File: config.mk
export PLATFORM = sky130hd
export DESIGN_NAME = interrupt_source_routing
export DESIGN_NICKNAME = d
export VERILOG_FILES = /design/src/logic/irq_route_pkg.sv /design/src/logic/interrupt_source_routing.sv
export SDC_FILE = /design/constraint.sdc
export NUM_CORES = 1
export LEC_CHECK = 0
export ABC_CLOCK_PERIOD_IN_PS = 3950
export BUFFER_PORTS_ARGS = -buffer_cell sky130_fd_sc_hd__buf_2
export CORE_UTILIZATION = 62
export DETAILED_ROUTE_END_ITERATION = 8
export PLACE_DENSITY_LB_ADDON = 0.08
export SKIP_LAST_GASP = 1
export SYNTH_ARGS = -nofsm -noshare
export SYNTH_HDL_FRONTEND = slang
export SYNTH_SLANG_ARGS = --single-unit
File: constraint.sdc
create_clock -name pclk -period 3.95 [get_ports pclk]
set_clock_uncertainty 0.15 [all_clocks]
set_input_delay 0 -clock pclk [delete_from_list [all_inputs] [get_ports pclk]]
set_output_delay 0 -clock pclk [all_outputs]
set_load 0.01 [all_outputs]
File: src/logic/irq_route_pkg.sv
// constants, register map and types for the interrupt source router
package irq_route_pkg;
    localparam int NUM_PINS = 8;
    localparam int NUM_LEVELS = 8;
    localparam int NUM_SRC = 6;
    localparam int NUM_GRP = 4;
    localparam int LVL_W = 3;
    localparam int PT_W = 16;
    // register byte offsets
    localparam logic [7:0] OFS_PEND = 8'h00;
    localparam logic [7:0] OFS_MASK = 8'h04;
    localparam logic [7:0] OFS_EDGE = 8'h08;
    localparam logic [7:0] OFS_CTL_TB = 8'h0C;
    localparam logic [7:0] OFS_CTL_RTC = 8'h10;
    localparam logic [7:0] OFS_CTL_PT = 8'h14;
    localparam logic [7:0] OFS_CTL_LOCK = 8'h18;
    localparam logic [7:0] OFS_TB_REF0 = 8'h1C;
    localparam logic [7:0] OFS_TB_REF1 = 8'h20;
    localparam logic [7:0] OFS_RTC_ALARM = 8'h24;
    localparam logic [7:0] OFS_PT_RELOAD = 8'h28;
    localparam logic [7:0] OFS_TIO_LVL0 = 8'h2C;
    localparam logic [7:0] OFS_TIO_LVL1 = 8'h30;
    localparam logic [7:0] OFS_TIO_EN0 = 8'h34;
    localparam logic [7:0] OFS_TIO_EN1 = 8'h38;
    localparam logic [7:0] OFS_TIO_FLG0 = 8'h3C;
    localparam logic [7:0] OFS_TIO_FLG1 = 8'h40;
    // control register fields
    localparam int CTL_FLAG_A = 0;
    localparam int CTL_FLAG_B = 1;
    localparam int CTL_EN_A = 2;
    localparam int CTL_EN_B = 3;
    localparam int CTL_RUN = 4;
    localparam int CTL_LVL_LSB = 8;
    // internal source indices
    localparam int SRC_TB0 = 0;
    localparam int SRC_TB1 = 1;
    localparam int SRC_ALARM = 2;
    localparam int SRC_SEC = 3;
    localparam int SRC_PT = 4;
    localparam int SRC_LOCK = 5;
    localparam int GRP_PT = 2;
    // fixed channels per timer bank
    localparam logic [31:0] TIO_VALID0 = 32'h0000F84F;
    localparam logic [31:0] TIO_VALID1 = 32'hF84F0000;
    localparam logic [31:0] PIN0_BIT = 32'h80000000;
    localparam logic [31:0] RST_ZERO = 32'h00000000;
    localparam logic [PT_W-1:0] PT_RST_RELOAD = 16'hFFFF;
    typedef struct packed {
        logic [LVL_W-1:0] level;
        logic run;
        logic en_b;
        logic en_a;
        logic flag_b;
        logic flag_a;
    } ctl_view_s;
endpackage

File: src/logic/interrupt_source_routing.sv
// interrupt source router with apb register slave
module interrupt_source_routing #(
    parameter int TB_W = 32,
    parameter int RTC_W = 32
) (
    // clock and reset
    input wire logic pclk,
    input wire logic presetn,
    // apb slave
    input wire logic psel,
    input wire logic penable,
    input wire logic pwrite,
    input wire logic [7:0] paddr,
    input wire logic [31:0] pwdata,
    output logic [31:0] prdata,
    output logic pready,
    output logic pslverr,
    // request pins, active low
    input wire logic [irq_route_pkg::NUM_PINS-1:0] irq_pin_n,
    // internal event sources
    input wire logic [TB_W-1:0] tb_count,
    input wire logic [RTC_W-1:0] rtc_count,
    input wire logic rtc_second_tick,
    input wire logic pll_locked,
    input wire logic [31:0] tio_bank0_flags,
    input wire logic [31:0] tio_bank1_flags,
    // core requests
    output logic irq_req,
    output logic nmi_req
);
    localparam int NP = irq_route_pkg::NUM_PINS;
    localparam int NS = irq_route_pkg::NUM_SRC;
    localparam int LW = irq_route_pkg::LVL_W;

    function automatic logic [7:0] level_onehot(input logic [LW-1:0] lvl, input logic act);
        level_onehot = act ? (8'h01 << lvl) : 8'h00;
    endfunction

    function automatic int src_grp(input int s);
        src_grp = (s < 4) ? s / 2 : s - 2;
    endfunction

    function automatic bit src_is_b(input int s);
        src_is_b = (s < 4) && (s % 2 == 1);
    endfunction

    logic [31:0] interrupt_mask_register;
    logic [NP-1:0] edge_mode_reg;
    logic [NP-1:0] pin_pend_reg;
    logic [NP-1:0] pin_prev_reg;
    logic [NS-1:0] flag_reg;
    logic [NS-1:0] en_reg;
    logic [LW-1:0] level_reg [irq_route_pkg::NUM_GRP];
    logic pt_run_reg;
    logic [TB_W-1:0] tb_ref0_reg;
    logic [TB_W-1:0] tb_ref1_reg;
    logic [RTC_W-1:0] rtc_alarm_value;
    logic [irq_route_pkg::PT_W-1:0] pt_reload_reg;
    logic [irq_route_pkg::PT_W-1:0] pt_count_reg;
    logic [LW-1:0] tio_bank0_level;
    logic [LW-1:0] tio_bank1_level;
    logic [31:0] tio_bank0_enables;
    logic [31:0] tio_bank1_enables;
    logic lock_prev_reg;
    logic lock_seen_reg;
    logic [31:0] prdata_reg;
    logic irq_reg;
    logic [NS-1:0] set_evt;
    logic [7:0] lvl_req;
    logic [31:0] interrupt_pending_register;
    logic [31:0] rd_next;
    logic hit;
    logic wr;
    logic [NP-1:0] w1c_pin;
    logic tio0_act;
    logic tio1_act;

    // event detection
    assign set_evt[irq_route_pkg::SRC_TB0] = (tb_count == tb_ref0_reg);
    assign set_evt[irq_route_pkg::SRC_TB1] = (tb_count == tb_ref1_reg);
    assign set_evt[irq_route_pkg::SRC_ALARM] = (rtc_count == rtc_alarm_value);
    assign set_evt[irq_route_pkg::SRC_SEC] = rtc_second_tick;
    assign set_evt[irq_route_pkg::SRC_PT] = pt_run_reg && (pt_count_reg == '0);
    assign set_evt[irq_route_pkg::SRC_LOCK] = lock_seen_reg && (pll_locked != lock_prev_reg);

    assign tio0_act = |(tio_bank0_flags & tio_bank0_enables & irq_route_pkg::TIO_VALID0);
    assign tio1_act = |(tio_bank1_flags & tio_bank1_enables & irq_route_pkg::TIO_VALID1);

    // level requests from all internal sources
    always_comb
    begin
        lvl_req = level_onehot(tio_bank0_level, tio0_act) | level_onehot(tio_bank1_level, tio1_act);
        for (int s = 0; s < NS; s++)
        begin
            lvl_req = lvl_req | level_onehot(level_reg[src_grp(s)], flag_reg[s] && en_reg[s]);
        end
    end

    // pending word, pin i above level i
    genvar gi;
    generate
        for (gi = 0; gi < NP; gi++)
        begin : g_pend
            assign interrupt_pending_register[31-2*gi] = pin_pend_reg[gi];
            assign interrupt_pending_register[30-2*gi] = lvl_req[gi];
            // the low half has no sources and reads zero
            assign interrupt_pending_register[15-2*gi] = 1'b0;
            assign interrupt_pending_register[14-2*gi] = 1'b0;
            assign w1c_pin[gi] = wr && (paddr == irq_route_pkg::OFS_PEND) && pwdata[31-2*gi];
        end
    endgenerate

    // apb decode
    assign hit = (paddr[1:0] == 2'b00) && (paddr <= irq_route_pkg::OFS_TIO_FLG1);
    assign wr = psel && penable && pwrite && hit;
    // never stretched: every register answers at once
    assign pready = 1'b1;
    assign pslverr = psel && penable && !hit;

    always_comb
    begin
        rd_next = irq_route_pkg::RST_ZERO;
        case (paddr)
            irq_route_pkg::OFS_PEND: rd_next = interrupt_pending_register;
            irq_route_pkg::OFS_MASK: rd_next = interrupt_mask_register;
            irq_route_pkg::OFS_EDGE: rd_next[NP-1:0] = edge_mode_reg;
            irq_route_pkg::OFS_CTL_TB, irq_route_pkg::OFS_CTL_RTC,
            irq_route_pkg::OFS_CTL_PT, irq_route_pkg::OFS_CTL_LOCK:
            begin
                for (int s = 0; s < NS; s++)
                begin
                    if (src_grp(s) == int'(paddr[4:2]) - 3)
                    begin
                        rd_next[src_is_b(s) ? irq_route_pkg::CTL_FLAG_B : irq_route_pkg::CTL_FLAG_A] = flag_reg[s];
                        rd_next[src_is_b(s) ? irq_route_pkg::CTL_EN_B : irq_route_pkg::CTL_EN_A] = en_reg[s];
                    end
                end
                rd_next[irq_route_pkg::CTL_LVL_LSB +: LW] = level_reg[2'(paddr[4:2] - 3'd3)];
                if (paddr == irq_route_pkg::OFS_CTL_PT)
                    rd_next[irq_route_pkg::CTL_RUN] = pt_run_reg;
            end
            irq_route_pkg::OFS_TB_REF0: rd_next[TB_W-1:0] = tb_ref0_reg;
            irq_route_pkg::OFS_TB_REF1: rd_next[TB_W-1:0] = tb_ref1_reg;
            irq_route_pkg::OFS_RTC_ALARM: rd_next[RTC_W-1:0] = rtc_alarm_value;
            irq_route_pkg::OFS_PT_RELOAD: rd_next[irq_route_pkg::PT_W-1:0] = pt_reload_reg;
            irq_route_pkg::OFS_TIO_LVL0: rd_next[LW-1:0] = tio_bank0_level;
            irq_route_pkg::OFS_TIO_LVL1: rd_next[LW-1:0] = tio_bank1_level;
            irq_route_pkg::OFS_TIO_EN0: rd_next = tio_bank0_enables;
            irq_route_pkg::OFS_TIO_EN1: rd_next = tio_bank1_enables;
            irq_route_pkg::OFS_TIO_FLG0: rd_next = tio_bank0_flags & irq_route_pkg::TIO_VALID0;
            irq_route_pkg::OFS_TIO_FLG1: rd_next = tio_bank1_flags & irq_route_pkg::TIO_VALID1;
            default: rd_next = irq_route_pkg::RST_ZERO;
        endcase
    end

    // read data caught in the setup cycle so it comes from a flop with no wait state
    always_ff @(posedge pclk or negedge presetn)
    begin
        if (!presetn)
            prdata_reg <= irq_route_pkg::RST_ZERO;
        else if (psel && !penable && !pwrite)
            prdata_reg <= rd_next;
    end
    assign prdata = prdata_reg;

    // software configuration registers
    always_ff @(posedge pclk or negedge presetn)
    begin
        if (!presetn)
        begin
            interrupt_mask_register <= irq_route_pkg::RST_ZERO;
            edge_mode_reg <= '0;
            tb_ref0_reg <= '0;
            tb_ref1_reg <= '0;
            rtc_alarm_value <= '0;
            pt_reload_reg <= irq_route_pkg::PT_RST_RELOAD;
            tio_bank0_level <= '0;
            tio_bank1_level <= '0;
            tio_bank0_enables <= irq_route_pkg::RST_ZERO;
            tio_bank1_enables <= irq_route_pkg::RST_ZERO;
        end
        else if (wr)
        begin
            case (paddr)
                irq_route_pkg::OFS_MASK: interrupt_mask_register <= pwdata;
                irq_route_pkg::OFS_EDGE: edge_mode_reg <= pwdata[NP-1:0];
                irq_route_pkg::OFS_TB_REF0: tb_ref0_reg <= pwdata[TB_W-1:0];
                irq_route_pkg::OFS_TB_REF1: tb_ref1_reg <= pwdata[TB_W-1:0];
                irq_route_pkg::OFS_RTC_ALARM: rtc_alarm_value <= pwdata[RTC_W-1:0];
                irq_route_pkg::OFS_PT_RELOAD: pt_reload_reg <= pwdata[irq_route_pkg::PT_W-1:0];
                irq_route_pkg::OFS_TIO_LVL0: tio_bank0_level <= pwdata[LW-1:0];
                irq_route_pkg::OFS_TIO_LVL1: tio_bank1_level <= pwdata[LW-1:0];
                irq_route_pkg::OFS_TIO_EN0: tio_bank0_enables <= pwdata & irq_route_pkg::TIO_VALID0;
                irq_route_pkg::OFS_TIO_EN1: tio_bank1_enables <= pwdata & irq_route_pkg::TIO_VALID1;
                default: interrupt_mask_register <= interrupt_mask_register;
            endcase
        end
    end

    // source flags, enables and levels; a new event beats a clear in the same cycle
    always_ff @(posedge pclk or negedge presetn)
    begin
        if (!presetn)
        begin
            flag_reg <= '0;
            en_reg <= '0;
            pt_run_reg <= 1'b0;
            for (int g = 0; g < irq_route_pkg::NUM_GRP; g++)
                level_reg[g] <= '0;
        end
        else
        begin
            for (int s = 0; s < NS; s++)
            begin
                if (set_evt[s])
                    flag_reg[s] <= 1'b1;
                else if (wr && int'(paddr[4:2]) - 3 == src_grp(s) && paddr >= irq_route_pkg::OFS_CTL_TB
                         && paddr <= irq_route_pkg::OFS_CTL_LOCK
                         && pwdata[src_is_b(s) ? irq_route_pkg::CTL_FLAG_B : irq_route_pkg::CTL_FLAG_A])
                    flag_reg[s] <= 1'b0;
                if (wr && int'(paddr[4:2]) - 3 == src_grp(s) && paddr >= irq_route_pkg::OFS_CTL_TB
                    && paddr <= irq_route_pkg::OFS_CTL_LOCK)
                    en_reg[s] <= pwdata[src_is_b(s) ? irq_route_pkg::CTL_EN_B : irq_route_pkg::CTL_EN_A];
            end
            if (wr && paddr >= irq_route_pkg::OFS_CTL_TB && paddr <= irq_route_pkg::OFS_CTL_LOCK)
                level_reg[2'(paddr[4:2] - 3'd3)] <= pwdata[irq_route_pkg::CTL_LVL_LSB +: LW];
            if (wr && paddr == irq_route_pkg::OFS_CTL_PT)
                pt_run_reg <= pwdata[irq_route_pkg::CTL_RUN];
        end
    end

    // periodic down-counter, reloads as it passes zero
    always_ff @(posedge pclk or negedge presetn)
    begin
        if (!presetn)
            pt_count_reg <= irq_route_pkg::PT_RST_RELOAD;
        else if (!pt_run_reg)
            pt_count_reg <= pt_reload_reg;
        else if (pt_count_reg == '0)
            pt_count_reg <= pt_reload_reg;
        else
            pt_count_reg <= pt_count_reg - 1'b1;
    end

    // lock history; first sample only arms the detector so reset gives no false change
    always_ff @(posedge pclk or negedge presetn)
    begin
        if (!presetn)
        begin
            lock_prev_reg <= 1'b0;
            lock_seen_reg <= 1'b0;
        end
        else
        begin
            lock_prev_reg <= pll_locked;
            lock_seen_reg <= 1'b1;
        end
    end

    // request pins: latched on falling edge, or live while low in level mode
    always_ff @(posedge pclk or negedge presetn)
    begin
        if (!presetn)
        begin
            pin_prev_reg <= '1;
            pin_pend_reg <= '0;
        end
        else
        begin
            pin_prev_reg <= irq_pin_n;
            for (int i = 0; i < NP; i++)
            begin
                if (!edge_mode_reg[i])
                    pin_pend_reg[i] <= !irq_pin_n[i];
                else if (pin_prev_reg[i] && !irq_pin_n[i])
                    pin_pend_reg[i] <= 1'b1;
                else if (w1c_pin[i])
                    pin_pend_reg[i] <= 1'b0;
            end
        end
    end

    // core request; pin zero has its own vector and never passes the mask
    always_ff @(posedge pclk or negedge presetn)
    begin
        if (!presetn)
            irq_reg <= 1'b0;
        else
            irq_reg <= |(interrupt_pending_register & interrupt_mask_register & ~irq_route_pkg::PIN0_BIT);
    end
    assign irq_req = irq_reg;
    assign nmi_req = pin_pend_reg[0];

    // checks; pins first, then internal sources and timer banks, then mask and pending bits, last the lock flag at rest

    nmi_edge_a: assert property (@(posedge pclk) disable iff (!presetn)
        edge_mode_reg[0] && pin_prev_reg[0] && !irq_pin_n[0] |=> nmi_req && interrupt_pending_register[31])
        else $error("pin zero edge did not raise nmi");
    pin_level_a: assert property (@(posedge pclk) disable iff (!presetn)
        !edge_mode_reg[2] && !irq_pin_n[2] && $stable(edge_mode_reg) |=> interrupt_pending_register[27])
        else $error("held low pin not pending");
    tb_match0_a: assert property (@(posedge pclk) disable iff (!presetn)
        tb_count == tb_ref0_reg ##1 en_reg[0] |-> lvl_req[level_reg[0]])
        else $error("time base match zero not requested");
    tb_match1_a: assert property (@(posedge pclk) disable iff (!presetn)
        tb_count == tb_ref1_reg |=> flag_reg[1])
        else $error("time base match one flag missing");
    rtc_alarm_a: assert property (@(posedge pclk) disable iff (!presetn)
        rtc_count == rtc_alarm_value |=> flag_reg[2])
        else $error("alarm flag missing");
    rtc_seconds_a: assert property (@(posedge pclk) disable iff (!presetn)
        rtc_second_tick ##1 en_reg[3] |-> lvl_req[level_reg[1]])
        else $error("seconds event not requested");
    pt_zero_a: assert property (@(posedge pclk) disable iff (!presetn)
        pt_run_reg && pt_count_reg == '0 |=> flag_reg[4] && pt_count_reg == $past(pt_reload_reg))
        else $error("periodic zero not handled");
    lock_change_a: assert property (@(posedge pclk) disable iff (!presetn)
        lock_seen_reg && $changed(pll_locked) |=> flag_reg[5])
        else $error("lock change flag missing");
    src_gating_a: assert property (@(posedge pclk) disable iff (!presetn)
        lvl_req == 8'h00 |-> (flag_reg & en_reg) == '0 && !tio0_act && !tio1_act)
        else $error("active source gave no level");
    tio_bank_a: assert property (@(posedge pclk) disable iff (!presetn)
        tio1_act |-> lvl_req[tio_bank1_level] && interrupt_pending_register[30 - 2 * tio_bank1_level])
        else $error("bank one flag not requested");
    mask_irq_a: assert property (@(posedge pclk) disable iff (!presetn)
        (interrupt_pending_register & interrupt_mask_register) == 32'h00100000 |=> irq_req)
        else $error("level five unmasked gave no request");
    nmi_masked_a: assert property (@(posedge pclk) disable iff (!presetn)
        (interrupt_pending_register & interrupt_mask_register & ~irq_route_pkg::PIN0_BIT) == '0 |=> !irq_req)
        else $error("request without unmasked pending bit");
    pin_clear_a: assert property (@(posedge pclk) disable iff (!presetn)
        edge_mode_reg[1] && w1c_pin[1] && !(pin_prev_reg[1] && !irq_pin_n[1]) |=> !interrupt_pending_register[29])
        else $error("pin one pending not cleared");
    pend_low_a: assert property (@(posedge pclk) disable iff (!presetn)
        interrupt_pending_register[15:0] == 16'h0000)
        else $error("reserved pending bits set");
    lock_quiet_a: assert property (@(posedge pclk) disable iff (!presetn)
        lock_seen_reg && !$changed(pll_locked) && !(wr && paddr == irq_route_pkg::OFS_CTL_LOCK)
        |=> flag_reg[5] == $past(flag_reg[5]))
        else $error("lock flag moved without a change");
endmodule // interrupt_source_routing

==> After elaboration in Yosys (flattened, before gate mapping) <==
Cells that the tools add are included.
{ "classes": {"n_bitwise": 11, "n_mux": 71, "reduce_logical": 89, "n_lt_le_gt_ge": 5, "n_div": 0, "mul": 0, "shifts": 6, "addsub": 3, "eq_ne": 34} }
{ "ops": {"columns": ["operator", "n"], "rows": [
  ["$pmux 16 s7", 1],
  ["$eq 32x32->1", 3],
  ["$eq 8x6->1 const B", 8],
  ["$mux 8", 8],
  ["$or 8x8->8", 7],
  ["$logic_and 1x1->1", 54],
  ["$mux 1", 49],
  ["$shl 1x3->8 const A", 6],
  ["$pmux 5 s7", 1],
  ["$pmux 3 s11", 1],
  ["$and 32x32->32", 1],
  ["$eq 8x5->1 const B", 4],
  ["$logic_not 32->1", 1],
  ["$mux 16", 2],
  ["$and 31x31->31", 1],
  ["$reduce_or 31->1", 1],
  ["$ne 3x1->1 const B", 8],
  ["$pmux 3 s8", 1],
  ["$reduce_and 2->1", 10],
  ["$reduce_or 10->1", 2],
  ["$pmux 2 s9", 1],
  ["$pmux 3 s6", 1],
  ["$and 16x16->16", 1],
  ["$eq 8x4->1 const B", 2],
  ["other kinds (26)", 45]
]} }
{ "word_totals": {"mem_count": 0, "latch_bits": 0, "rom_bits": 0, "register_bits": 270, "mem_bits_rw": 0, "out_inout_bits": 36} }

==> Longest topological paths before layout <==
Gate-level depths: netlist of run 1.
{ "logic_depth": {"ltp_word": 12, "ltp_mapped": 10, "ltp_nobuf": 8} }

==> Worst setup path before layout of run 1 <==
Ideal clock, no wire load.
{ "synth_path": {"path_kind": "in2reg", "from": "in paddr[2]", "to": "reg interrupt_mask_register[26]", "required_ps": 3675, "path_stages": 8, "path_slack_ps": 1566, "t_arrival_ps": 2109, "path_cell_list": "inv_1 > ha_1 > or3b_2 > a2111oi_4 > buf_2 > nand2_1 > clkbuf_1 > mux2_2"} }
{ "synth_between": {"elab_chain_len": 4, "elab_cells_between_ends": 5} }
{ "synth_rtl": {"columns": ["element", "line_no", "source"], "rows": [
  ["start, declared", "interrupt_source_routing.sv:13", "input wire logic [7:0] paddr,"],
  ["$le 8x7->1", "interrupt_source_routing.sv:114", "assign hit = (paddr[1:0] == 2'b00) && (paddr <= irq_route_pkg::OFS_TIO_FLG1);"],
  ["$logic_and 1x1->1", "interrupt_source_routing.sv:114", null],
  ["$logic_and 1x1->1", "interrupt_source_routing.sv:115", "assign wr = psel && penable && pwrite && hit;"],
  ["$reduce_and 2->1 (no line) (*)", null, null],
  ["end signal, assigned", "interrupt_source_routing.sv:171", "interrupt_mask_register <= irq_route_pkg::RST_ZERO;"],
  ["end signal, assigned", "interrupt_source_routing.sv:185", "irq_route_pkg::OFS_MASK: interrupt_mask_register <= pwdata;"],
  ["end signal, assigned", "interrupt_source_routing.sv:195", "default: interrupt_mask_register <= interrupt_mask_register;"],
  ["end, declared", "interrupt_source_routing.sv:47", "logic [31:0] interrupt_mask_register;"]
]} }
Mark *: on every way between the ends. The rest lies on a longest branch, timed or not.
A chain may end at the register's enable or synchronous reset.

==> Worst setup path in the final report of run 1 <==
{ "layout_path": {"from": "reg rtc_alarm_value[27]", "to": "reg flag_reg[2]"} }
{ "layout_between": {"elab_chain_len": 2, "elab_cells_between_ends": 3} }
{ "layout_rtl": {"columns": ["element", "line_no", "source"], "rows": [
  ["start, declared", "interrupt_source_routing.sv:57", "logic [RTC_W-1:0] rtc_alarm_value;"],
  ["start signal, assigned", "interrupt_source_routing.sv:189", "irq_route_pkg::OFS_RTC_ALARM: rtc_alarm_value <= pwdata[RTC_W-1:0];"],
  ["$eq 32x32->1 (*)", "interrupt_source_routing.sv:81", "assign set_evt[irq_route_pkg::SRC_ALARM] = (rtc_count == rtc_alarm_value);"],
  ["$mux 1 / $reduce_bool 2->1 (equally long branches)", null, null],
  ["end signal, assigned", "interrupt_source_routing.sv:205", "flag_reg <= '0;"],
  ["end signal, assigned by index", "interrupt_source_routing.sv:216", "flag_reg[s] <= 1'b1;"],
  ["end signal, assigned by index", "interrupt_source_routing.sv:220", "flag_reg[s] <= 1'b0;"],
  ["end, declared", "interrupt_source_routing.sv:51", "logic [NS-1:0] flag_reg;"]
]} }
Marks and branches as above.

==> run_results.csv, run 1 <==
group,metric,value,unit
grt,grt_start_max_net_pins,72,
synth,synth_async_sr_flop_share,100,%
worst_setup_path,start_kind,"flop",
synth,avgSynthCellArea,11.6,sq um
worst_setup_path,cp_max_fo,3,
cells_and_area,synthToLayoutAreaGrowth,23.3,%
grt,track_usage,41.1,%
worst_setup_path,rr_startpoint,"rtc_alarm_value[27]$_DFFE_PN0P_",
cells_and_area,multi_input_area,6470,sq um
grt,antenna_found_initial,1,
clock_network,htree_levels,1,
cells_and_area,nets,1623,
sta,rsz0062_at_grt,"false",
grt,overflow,0,
worst_setup_path,startpoint,"rtc_alarm_value[27]$_DFFE_PN0P_",
floorplan,rows,53,
power_and_ir_drop,p_leak,7.99,nW
place,dpl.hpwl,30300,um
clock_network,root_buffer,"clkbuf_16",
worst_setup_path,end_kind,"flop",
sta,fmaxAchievable,0.299,GHz
detailed_routing,drtIter0Drc,1310,
synth,syn_area,13600,sq um
detailed_routing,wl_per_cell,26.0,um
sta,period_share,84.6,%
flow_run,drv_cap,0,
synth,seq_area_frac_synth,50.1,%
clock_network,cts_tree,"built",
grt,grt_pass1_vias,11600,
synth,netlist.area_leader.share,42.4,%
clock_network,cts_sinks,270,
worst_setup_path,required,4.29,ns
sta,hold_viol_final,0,
cells_and_area,drive_above_1_share,32.8,%
synth,netlist_instances,1173,
clock_network,postCtsResizedCells,0,
sta,tns,0,ns
power_and_ir_drop,power.density,372,nW/um^2
detailed_routing,drtAntennaViolNets,0,
floorplan,pin_count,219,
power_and_ir_drop,peakVddDrop,0.422,mV
synth,ys_types,61,
place,place.gp.congestion,0.929,
sta,slew_headroom,38.3,%
worst_setup_path,critPathKind,"flop to flop",
cells_and_area,seqCellArea,6810,sq um
worst_setup_path,arrival,3.68,ns
worst_setup_path,ff2ff_path_depth,7,
cells_and_area,post-route-util,78.9,%
sta,period_minus_slack,3.34,ns
clock_network,cts_buffer_depth,3,
clock_network,worstSkewPairLatency,0.56,ns
detailed_routing,vias,11600,
detailed_routing,drt-pass1-iter-count,6,
floorplan,core_area,21200,sq um
synth,synth_seq_cells,270,
synth,yosys.area.top_type,"dfrtp_1",
cells_and_area,antennaDiodeCount,0,
clock_network,cts_buffers,29,
outcome,status,"finished clean",
floorplan,start_util,64.0,%
worst_hold_path,min_path_type,"input port to async pin",
clock_network,clk_pin_slew,0.06,ns
place,io_buffers,173,
synth,synth.most_common_cell,"dfrtp_1",
cells_and_area,fillers,1361,
synth,yosysWarnings,0,
synth,synthTopCellsByCount,"dfrtp_1, mux2_2, nand2_1",
grt,grt_pass1_wl,68300,um
detailed_routing,drcViolationCount,0,
sta,slew_violations,0,
floorplan,die_h,150,um
detailed_routing,wl,45000,um
detailed_routing,viasPerCell,6.73,
floorplan,die_w,150,um
sta,worst_pin_slew,0.926,ns
synth,synthTopCellsByArea,"dfrtp_1, mux2_2, dfstp_2",
worst_setup_path,r2r-end,"flag_reg[2]$_DFFE_PN0P_",
floorplan,die-area,22500,sq um
sta,finalSetupViolations,0,
worst_setup_path,reg2reg_slack,0.61,ns
synth,ys.flop_type,"dfrtp_1",
synth,synth_edf_count,0,
==> routing by layer <==
metal  routed length, um  part of all wire (%)  global-route usage (%)
met3                4430                   9.8                    9.36
met2               20800                    46                    63.4
met1               17500                    39                    55.2
met5                  13                 0.029                       0
met4                2290                   5.1                    19.1
==> report_power, final <==
group | switching, mW | internal (mW)
combinational | 0.258 | 0.183
clock | 1.13 | 1.83
sequential | 0.0186 | 2.80
total | 1.41 | 4.81
==> metrics by stage <==
step	hold slack (ns)	instance area (sq um)	worst slack, ns	power (mW)	instances
2_1_floorplan	-0.446	13600	1.57	2.97	1174
3_5_place_dp	-0.0523	14800	0.960	3.22	1584
5_1_grt	0.0640	16700	0.575	6.36	1731
6_report	0.0313	16700	0.607	6.22	1731
3_3_place_gp	-0.0490	14800	0.988	3.21	1584
4_1_cts	0.0140	16700	0.751	6.20	1731
==> layout make-up <==
| cell class | count | share of cell area, % |
|---|---|---|
| Inverter | 14 | 0.314 |
| Clock inverter | 6 | 0.950 |
| Multi-Input combinational cell | 829 | 38.7 |
| Timing Repair Buffer | 289 | 12.1 |
| Clock buffer | 48 | 5.24 |
| Tap cell | 275 | 2.06 |
| Sequential cell | 270 | 40.7 |
==> placed cells by master, fill, tap and decap left out, types with 12 or more instances in the layout <==
master / Yosys / layout
a21o_1: 14 / 14
a21oi_1: 19 / 19
a221oi_1: 15 / 15
a222oi_1: 40 / 40
a22o_1: 12 / 12
a22oi_1: 36 / 36
a31oi_1: 15 / 15
and3_1: 14 / 14
buf_2: 13 / 172
buf_4: 1 / 21
clkbuf_16: 0 / 29
dfrtp_1: 230 / 230
dfstp_2: 40 / 40
dlygate4sd3_1: 0 / 92
inv_1: 14 / 14
mux2_2: 180 / 180
nand2_1: 97 / 97
nand3_1: 24 / 24
nand4_1: 16 / 16
nor2_1: 27 / 27
nor2b_1: 13 / 13
nor4_1: 25 / 25
o21ai_0: 67 / 67
xnor2_1: 40 / 40
xor2_1: 69 / 69
==> worst max path at each step <==
stage / end / cells after the start
4_1_cts: flag_reg[2]$_DFFE_PN0P_ / 7
6_report: flag_reg[2]$_DFFE_PN0P_ / 7
5_1_grt: flag_reg[2]$_DFFE_PN0P_ / 7
3_5_place_dp: prdata[17]$_DFFE_PN0P_ / 10
2_1_floorplan: interrupt_mask_register[26]$_DFFE_PN0P_ / 8
3_3_place_gp: prdata[19]$_DFFE_PN0P_ / 9
==> cell families after synthesis <==
logic type	count (synthesis)	share of synthesized area, %
buffers and inverters	75	2.28
adders and majority gates	7	0.645
other	1	0.0276
AOI/OAI and AO/OA	265	14.5
DFF	270	50.1
muxes	186	15.7
and+or+nand+nor	260	9.75
xor gates and xnor gates	109	7.03
==> timing repair <==
action / CTS / global route
hold buffers: 93 / 0
buffers inserted: 0 / 0
hold endpoints to repair: 473 / 0
==> worst max-delay path, stage by stage (launching register included) <==
cell and delay [ns]:
dfrtp_1 0.42, xnor2_1 0.45, nand4_1 0.16, dlygate4sd3_1 0.60, nor4_1 0.21, dlygate4sd3_1 0.60
a22o_1 0.15, dlygate4sd3_1 0.55
Power figures use the tool's default switching activity.
==> run 2, diff against run 1 <==
ABC_AREA = 1   (was not set)
ABC_CLOCK_PERIOD_IN_PS = 3200   (was 3950)
CORE_UTILIZATION = 58   (was 62)
clock period = 3.2 ns   (was 3.95 ns; I/O delays follow)
==> run 2 against run 1 <==
Total power rose by 28%. Sequential share of layout area fell by 2.2 points. Die area rose by 12%. Register-to-register slack got worse by 0.53 ns. Highest routed layer is now met4. Global-route usage fell by 5.0 points. Cell area rose by 5.8%. Wire length rose by 0.73%.
==> run_results.csv, run 2 <==
group,metric,value,unit
outcome,status,"finished clean",
sta,timing.hold.ws,0.0254,ns
cells_and_area,post-route-util,73.0,%
synth,synth_async_sr_flop_share,100,%
cells_and_area,final_common_cell,"nand2_1",
detailed_routing,drtAntennaViolNets,0,
detailed_routing,vias,14000,
clock_network,htree_levels,1,
synth,netlist.area_leader.share,40.2,%
sta,rsz0062_at_grt,"false",
synth,syn_area,14300,sq um
cells_and_area,synthToLayoutAreaGrowth,23.8,%
clock_network,root_buffer,"clkbuf_16",
synth,ys_types,44,
place,io_buffers,173,
floorplan,die-area,25300,sq um
clock_network,cts_sinks,270,
synth,yosys.area.top_type,"dfrtp_1",
floorplan,pin_count,219,
place,place.gp.congestion,0.939,
power_and_ir_drop,peakVddDrop,0.380,mV
detailed_routing,wl_per_cell,18.0,um
sta,period_share,98.0,%
sta,finalSetupViolations,0,
worst_setup_path,required,3.48,ns
clock_network,cts_buffers,30,
worst_setup_path,critPathKind,"input port to flop",
sta,fmaxAchievable,0.319,GHz
worst_setup_path,end_kind,"flop",
sta,hold_viol_final,0,
worst_hold_path,min_path_type,"input port to flop",
power_and_ir_drop,power.density,449,nW/um^2
clock_network,clk_pin_slew,0.05,ns
floorplan,die_w,159,um
worst_setup_path,cp_common_cell,"dlygate4sd3_1",
floorplan,core_area,24200,sq um
synth,synthTopCellsByArea,"dfrtp_1, nand2_1, dfstp_2",
synth,synth.most_common_cell,"nand2_1",
clock_network,cts_setup_buffers,0,
sta,tns,0,ns
worst_setup_path,critPathMaxStageDelay,0.74,ns
grt,grt_pass1_vias,13600,
grt,overflow,0,
floorplan,die_h,159,um
clock_network,worstSkewPairLatency,0.55,ns
synth,synth_edf_count,0,
cells_and_area,layout_common_cells,"nand2_1, dfrtp_1, buf_2, o21ai_0, dlygate4sd3_1",
flow_run,drv_cap,0,
place,dpl.hpwl,31400,um
worst_setup_path,cp_max_fo,6,
worst_setup_path,crit_chain,"dlygate4sd3_1 > buf_2 > nor2_2 > dlygate4sd3_1 > nand2_1 > o21ai_2 > dlygate4sd3_1 > nand4_4 > nor2_1 > o21bai_1 > dlygate4sd3_1",
synth,yosysWarnings,0,
worst_setup_path,arrival,3.41,ns
synth,synth_seq_cells,270,
place,post-place-ws,0.497,ns
clock_network,cts_buffer_depth,3,
grt,antenna_found_initial,2,
worst_setup_path,crit_slowest_cell,"dlygate4sd3_1",
synth,ys.flop_type,"dfrtp_1",
clock_network,cts_tree,"built",
detailed_routing,drtIter0Drc,1405,
synth,synthTopCellsByCount,"nand2_1, dfrtp_1, o21ai_0",
synth,seq_area_frac_synth,47.6,%
grt,grt_start_max_net_pins,99,
sta,period_minus_slack,3.14,ns
sta,worst_pin_slew,0.778,ns
grt,grt_pass1_wl,71400,um
cells_and_area,drive_above_1_share,15.8,%
cells_and_area,nets,2358,
worst_setup_path,start_kind,"input port",
detailed_routing,drt-pass1-iter-count,8,
detailed_routing,wl,45300,um
detailed_routing,viasPerCell,5.56,
grt,track_usage,36.1,%
sta,slew_violations,0,
floorplan,start_util,59.0,%
power_and_ir_drop,p_leak,8.54,nW
synth,netlist_instances,1872,
synth,avgSynthCellArea,7.64,sq um
sta,setup_ws,0.0631,ns
floorplan,rows,57,
detailed_routing,drcViolationCount,0,
sta,slew_headroom,48.1,%
## run 2: final timing paths
kind / start / to / slack, ns / depth (start not counted)
setup / recovery: paddr[7] / flag_reg[3]$_DFFE_PN0P_ / 0.06 / 11
hold / removal: paddr[2] / en_reg[4]$_DFFE_PN0P_ / 0.03 / 4
setup reg to reg: rtc_alarm_value[23]$_DFFE_PN0P_ / flag_reg[2]$_DFFE_PN0P_ / 0.08 / 10
hold reg to reg: prdata[28]$_DFFE_PN0P_ / prdata[28]$_DFFE_PN0P_ / 0.32 / 2
max in group asynchronous: presetn / tb_ref0_reg[10]$_DFFE_PN0P_ / 0.88 / 4
min in group asynchronous: presetn / tb_ref0_reg[11]$_DFFE_PN0P_ / 0.48 / 3
## run 2: cell type report
cell class	instances	area (sq um)
flip-flops and latches	270	6810
fillers	1978	6540
repair buffers	326	2360
clock inverters	11	108
multi-input cells	1408	6650
well taps	324	405
clock buffers	45	878
inverters	132	502
diodes	2	5.00
## run 2: routing by layer
| layer | global-route usage [%] | routed length (um) | vias to the layer above |
|---|---|---|---|
| li1 | - | - | 6600 |
| met5 | 0 | 0 | - |
| met3 | 6.41 | 4100 | 122 |
| met4 | 14.4 | 1820 | 0 |
| met1 | 48.3 | 18400 | 6617 |
| met2 | 58.6 | 21000 | 650 |
## run 2: power breakdown
part | internal, mW | total [mW] | leakage [nW] | switching (mW)
Combinational | 0.341 | 0.807 | 4.56 | 0.467
Sequential | 3.61 | 3.71 | 3.49 | 0.0985
Clock | 2.05 | 3.43 | 0.488 | 1.38
Total | 6.00 | 7.95 | 8.54 | 1.95
## run 2: through the flow
stage               power (mW)  std cells  instance area (sq um)
CTS                       7.96       2518                  17700
floorplan                 4.14       1873                  14300
global route              8.23       2518                  17700
detailed placement        4.46       2332                  15400
finish                    7.95       2518                  17700
global placement          4.45       2332                  15400
## run 2: cells by family (layout without fill, tap and decap cells)
logic type | count (synthesis) | count (layout) | synth area share, %
flip-flops | 270 | 270 | 47.6
AO/OA/AOI/OAI | 289 | 289 | 10.3
XOR/XNOR | 86 | 86 | 5.26
other | 1 | 4 | 0.0262
AND/OR/NAND/NOR | 1024 | 1024 | 30.1
adder cells (fa/ha/maj) | 7 | 7 | 0.612
buffers and inverters | 195 | 514 | 6.15
## run 2: what timing repair did
item,CTS,global route
hold buffers,130,0
endpoints found under the hold margin,403,0
setup endpoints to repair,0,9
gates resized for setup,0,7
## run 2: worst max-delay path: cells and delay by family
kind / cells / cell delay [ns]
AOI/OAI and AO/OA: 2 / 0.28
buffers and inverters: 5 / 2.57
and+or+nand+nor: 4 / 0.56
==> run 3, diff against run 2 <==
--- a/config.mk
+++ b/config.mk
@@ -13,4 +13,5 @@
 export PLACE_DENSITY_LB_ADDON = 0.08
 export SKIP_LAST_GASP = 1
+export SLEW_MARGIN = 20
 export SYNTH_ARGS = -nofsm -noshare
 export SYNTH_HDL_FRONTEND = slang
==> constraint.sdc (replaced) <==
create_clock -name pclk -period 3.2 [get_ports pclk]
set_clock_uncertainty 0.15 [all_clocks]
set_input_delay 0.48 -clock pclk [delete_from_list [all_inputs] [get_ports pclk]]
set_output_delay 0.48 -clock pclk [all_outputs]
set_load 0.01 [all_outputs]
==> run 3 against run 2 <==
First-iteration DRC count decreased by 17%. Clock power is 1% higher. Critical path type is now input port to output pin. Wire length down 3.2%.
==> run_results.csv, run 3 (synthesis gave the netlist of run 2 again) <==
group,metric,value,unit
outcome,status,"finished clean",
worst_setup_path,startpoint,"paddr[2]",
flow_run,drv_cap,0,
sta,period_share,80.7,%
clock_network,postCtsResizedCells,0,
detailed_routing,vias,13500,
detailed_routing,met2_length,19800,um
cells_and_area,synthToLayoutAreaGrowth,16.5,%
grt,grt_pass1_wl,68800,um
clock_network,cts_tree,"built",
sta,timing.hold.ws,0.0250,ns
clock_network,htree_levels,1,
worst_hold_path,min_path_type,"input port to flop",
cells_and_area,final_common_cell,"nand2_1",
detailed_routing,wl_per_cell,18.2,um
cells_and_area,drive_above_1_share,16.8,%
worst_setup_path,critical_path.top_delay_family,"buffers and inverters",
floorplan,die_h,159,um
grt,track_usage,35.0,%
worst_setup_path,critPathMaxStageDelay,0.40,ns
sta,rsz0062_at_grt,"false",
clock_network,cts_buffers,30,
clock_network,hold_buffers,12,
sta,slew_violations,0,
place,io_buffers,173,
floorplan,die-area,25300,sq um
clock_network,cts_sinks,270,
place,numPlacedInstances,2338,
worst_setup_path,critPathKind,"input port to output pin",
floorplan,rows,57,
detailed_routing,met3_length,3450,um
worst_setup_path,start_kind,"input port",
cells_and_area,fillers,2080,
cells_and_area,layout_common_cells,"nand2_1, dfrtp_1, buf_2, o21ai_0, inv_1",
detailed_routing,drcViolationCount,0,
detailed_routing,wl_met1,18400,um
detailed_routing,route.top_layer_used,"met4",
clock_network,cts_setup_buffers,0,
sta,slew_headroom,19.5,%
floorplan,core_area,24200,sq um
power_and_ir_drop,power.density,475,nW/um^2
detailed_routing,drt-pass1-iter-count,7,
sta,worst_pin_slew,1.20,ns
worst_setup_path,arrival,1.95,ns
floorplan,die_w,159,um
worst_setup_path,crit_chain,"buf_2 > clkinv_1 > ha_1 > nand2_2 > inv_2 > nand2_1 > nand2_2 > nor2_1 > buf_2",
grt,grt_start_max_net_pins,76,
detailed_routing,drtIter0Drc,1165,
worst_setup_path,worst-path-buf-inv,4,
clock_network,clk_pin_slew,0.06,ns
worst_setup_path,crit_slowest_cell,"ha_1",
grt,overflow,0,
grt,antenna_found_initial,2,
floorplan,pin_count,219,
worst_setup_path,end_kind,"output pin",
worst_setup_path,rr_startpoint,"tio_bank1_enables[19]$_DFFE_PN0P_",
sta,finalSetupViolations,0,
worst_setup_path,required,2.57,ns
detailed_routing,wl,43900,um
detailed_routing,drtAntennaViolNets,0,
clock_network,root_buffer,"clkbuf_16",
sta,period_minus_slack,2.58,ns
sta,tns,0,ns
cells_and_area,nets,2248,
worst_setup_path,cp_max_fo,11,
sta,hold_viol_final,0,
clock_network,worstSkewPairLatency,0.57,ns
grt,grt_pass1_vias,12900,
place,place.gp.congestion,0.930,
place,dpl.hpwl,31400,um
detailed_routing,viasPerCell,5.61,
cells_and_area,fin_cells,2408,
power_and_ir_drop,p_leak,8.19,nW
power_and_ir_drop,peakVddDrop,0.349,mV
worst_hold_path,min-delay-start,"pwdata[4]",
sta,fmaxAchievable,0.387,GHz
floorplan,start_util,59.0,%
clock_network,cts_buffer_depth,3,
run 3: cell count changes in the layout (fill, tap and decap cells not counted), moves of 2 or more:
cell and delta:
buf_12 +6, clkbuf_1 -5, clkbuf_8 +2, clkinv_2 +2
dlygate4sd3_1 -116, nor2_1 +4, nor2_2 -4
run 3: worst min-delay path, cell delays in order:
cell     delay [ns]
buf_2          0.11
nand2_1        0.05
o21ai_0        0.06
run 3: through the flow:
step	instance area, sq um	total power, mW	setup WS (ns)	util [%]
finish	16700	7.93	0.618	68.7
global route	16700	8.19	0.517	68.7
CTS	16700	7.96	0.645	68.7
detailed placement	15500	4.48	0.195	64.1
global placement	15500	4.46	0.248	64.1
floorplan	14300	4.14	0.858	-
run 3: path summary, 6_finish.rpt:
path / slack [ns] / depth (start not counted) / to
min reg2reg: 0.32 / 2 / prdata[26]$_DFFE_PN0P_
max: 0.62 / 9 / pslverr
max in group asynchronous: 1.69 / 3 / pin_prev_reg[2]$_DFF_PN1_
max reg2reg: 1.09 / 10 / irq_req$_DFF_PN0_
min in group asynchronous: 0.33 / 2 / rtc_alarm_value[12]$_DFFE_PN0P_
min: 0.02 / 3 / pt_run_reg$_DFFE_PN0P_
run 3: cell type report:
type                    count  area (sq um)  share of cell area [%]
diodes                      2          5.00                  0.0300
clock buffers              41           862                    5.17
clock inverters            15           143                   0.856
inverters                 132           498                    2.99
multi-input cells        1408          6630                    39.8
flip-flops and latches    270          6810                    40.8
well taps                 324           405                    2.43
repair buffers            216          1320                    7.90
run 3: metal layers:
| metal | global-route usage [%] | vias to the layer above |
|---|---|---|
| met3 | 5.39 | 128 |
| met2 | 54.2 | 617 |
| li1 | - | 6378 |
| met4 | 16.6 | 0 |
| met1 | 48.4 | 6387 |
| met5 | 0 | - |
run 3: power breakdown:
part	switching, mW	internal (mW)	total, mW
combinational	0.451	0.277	0.728
clock	1.44	2.05	3.48
sequential	0.101	3.61	3.71
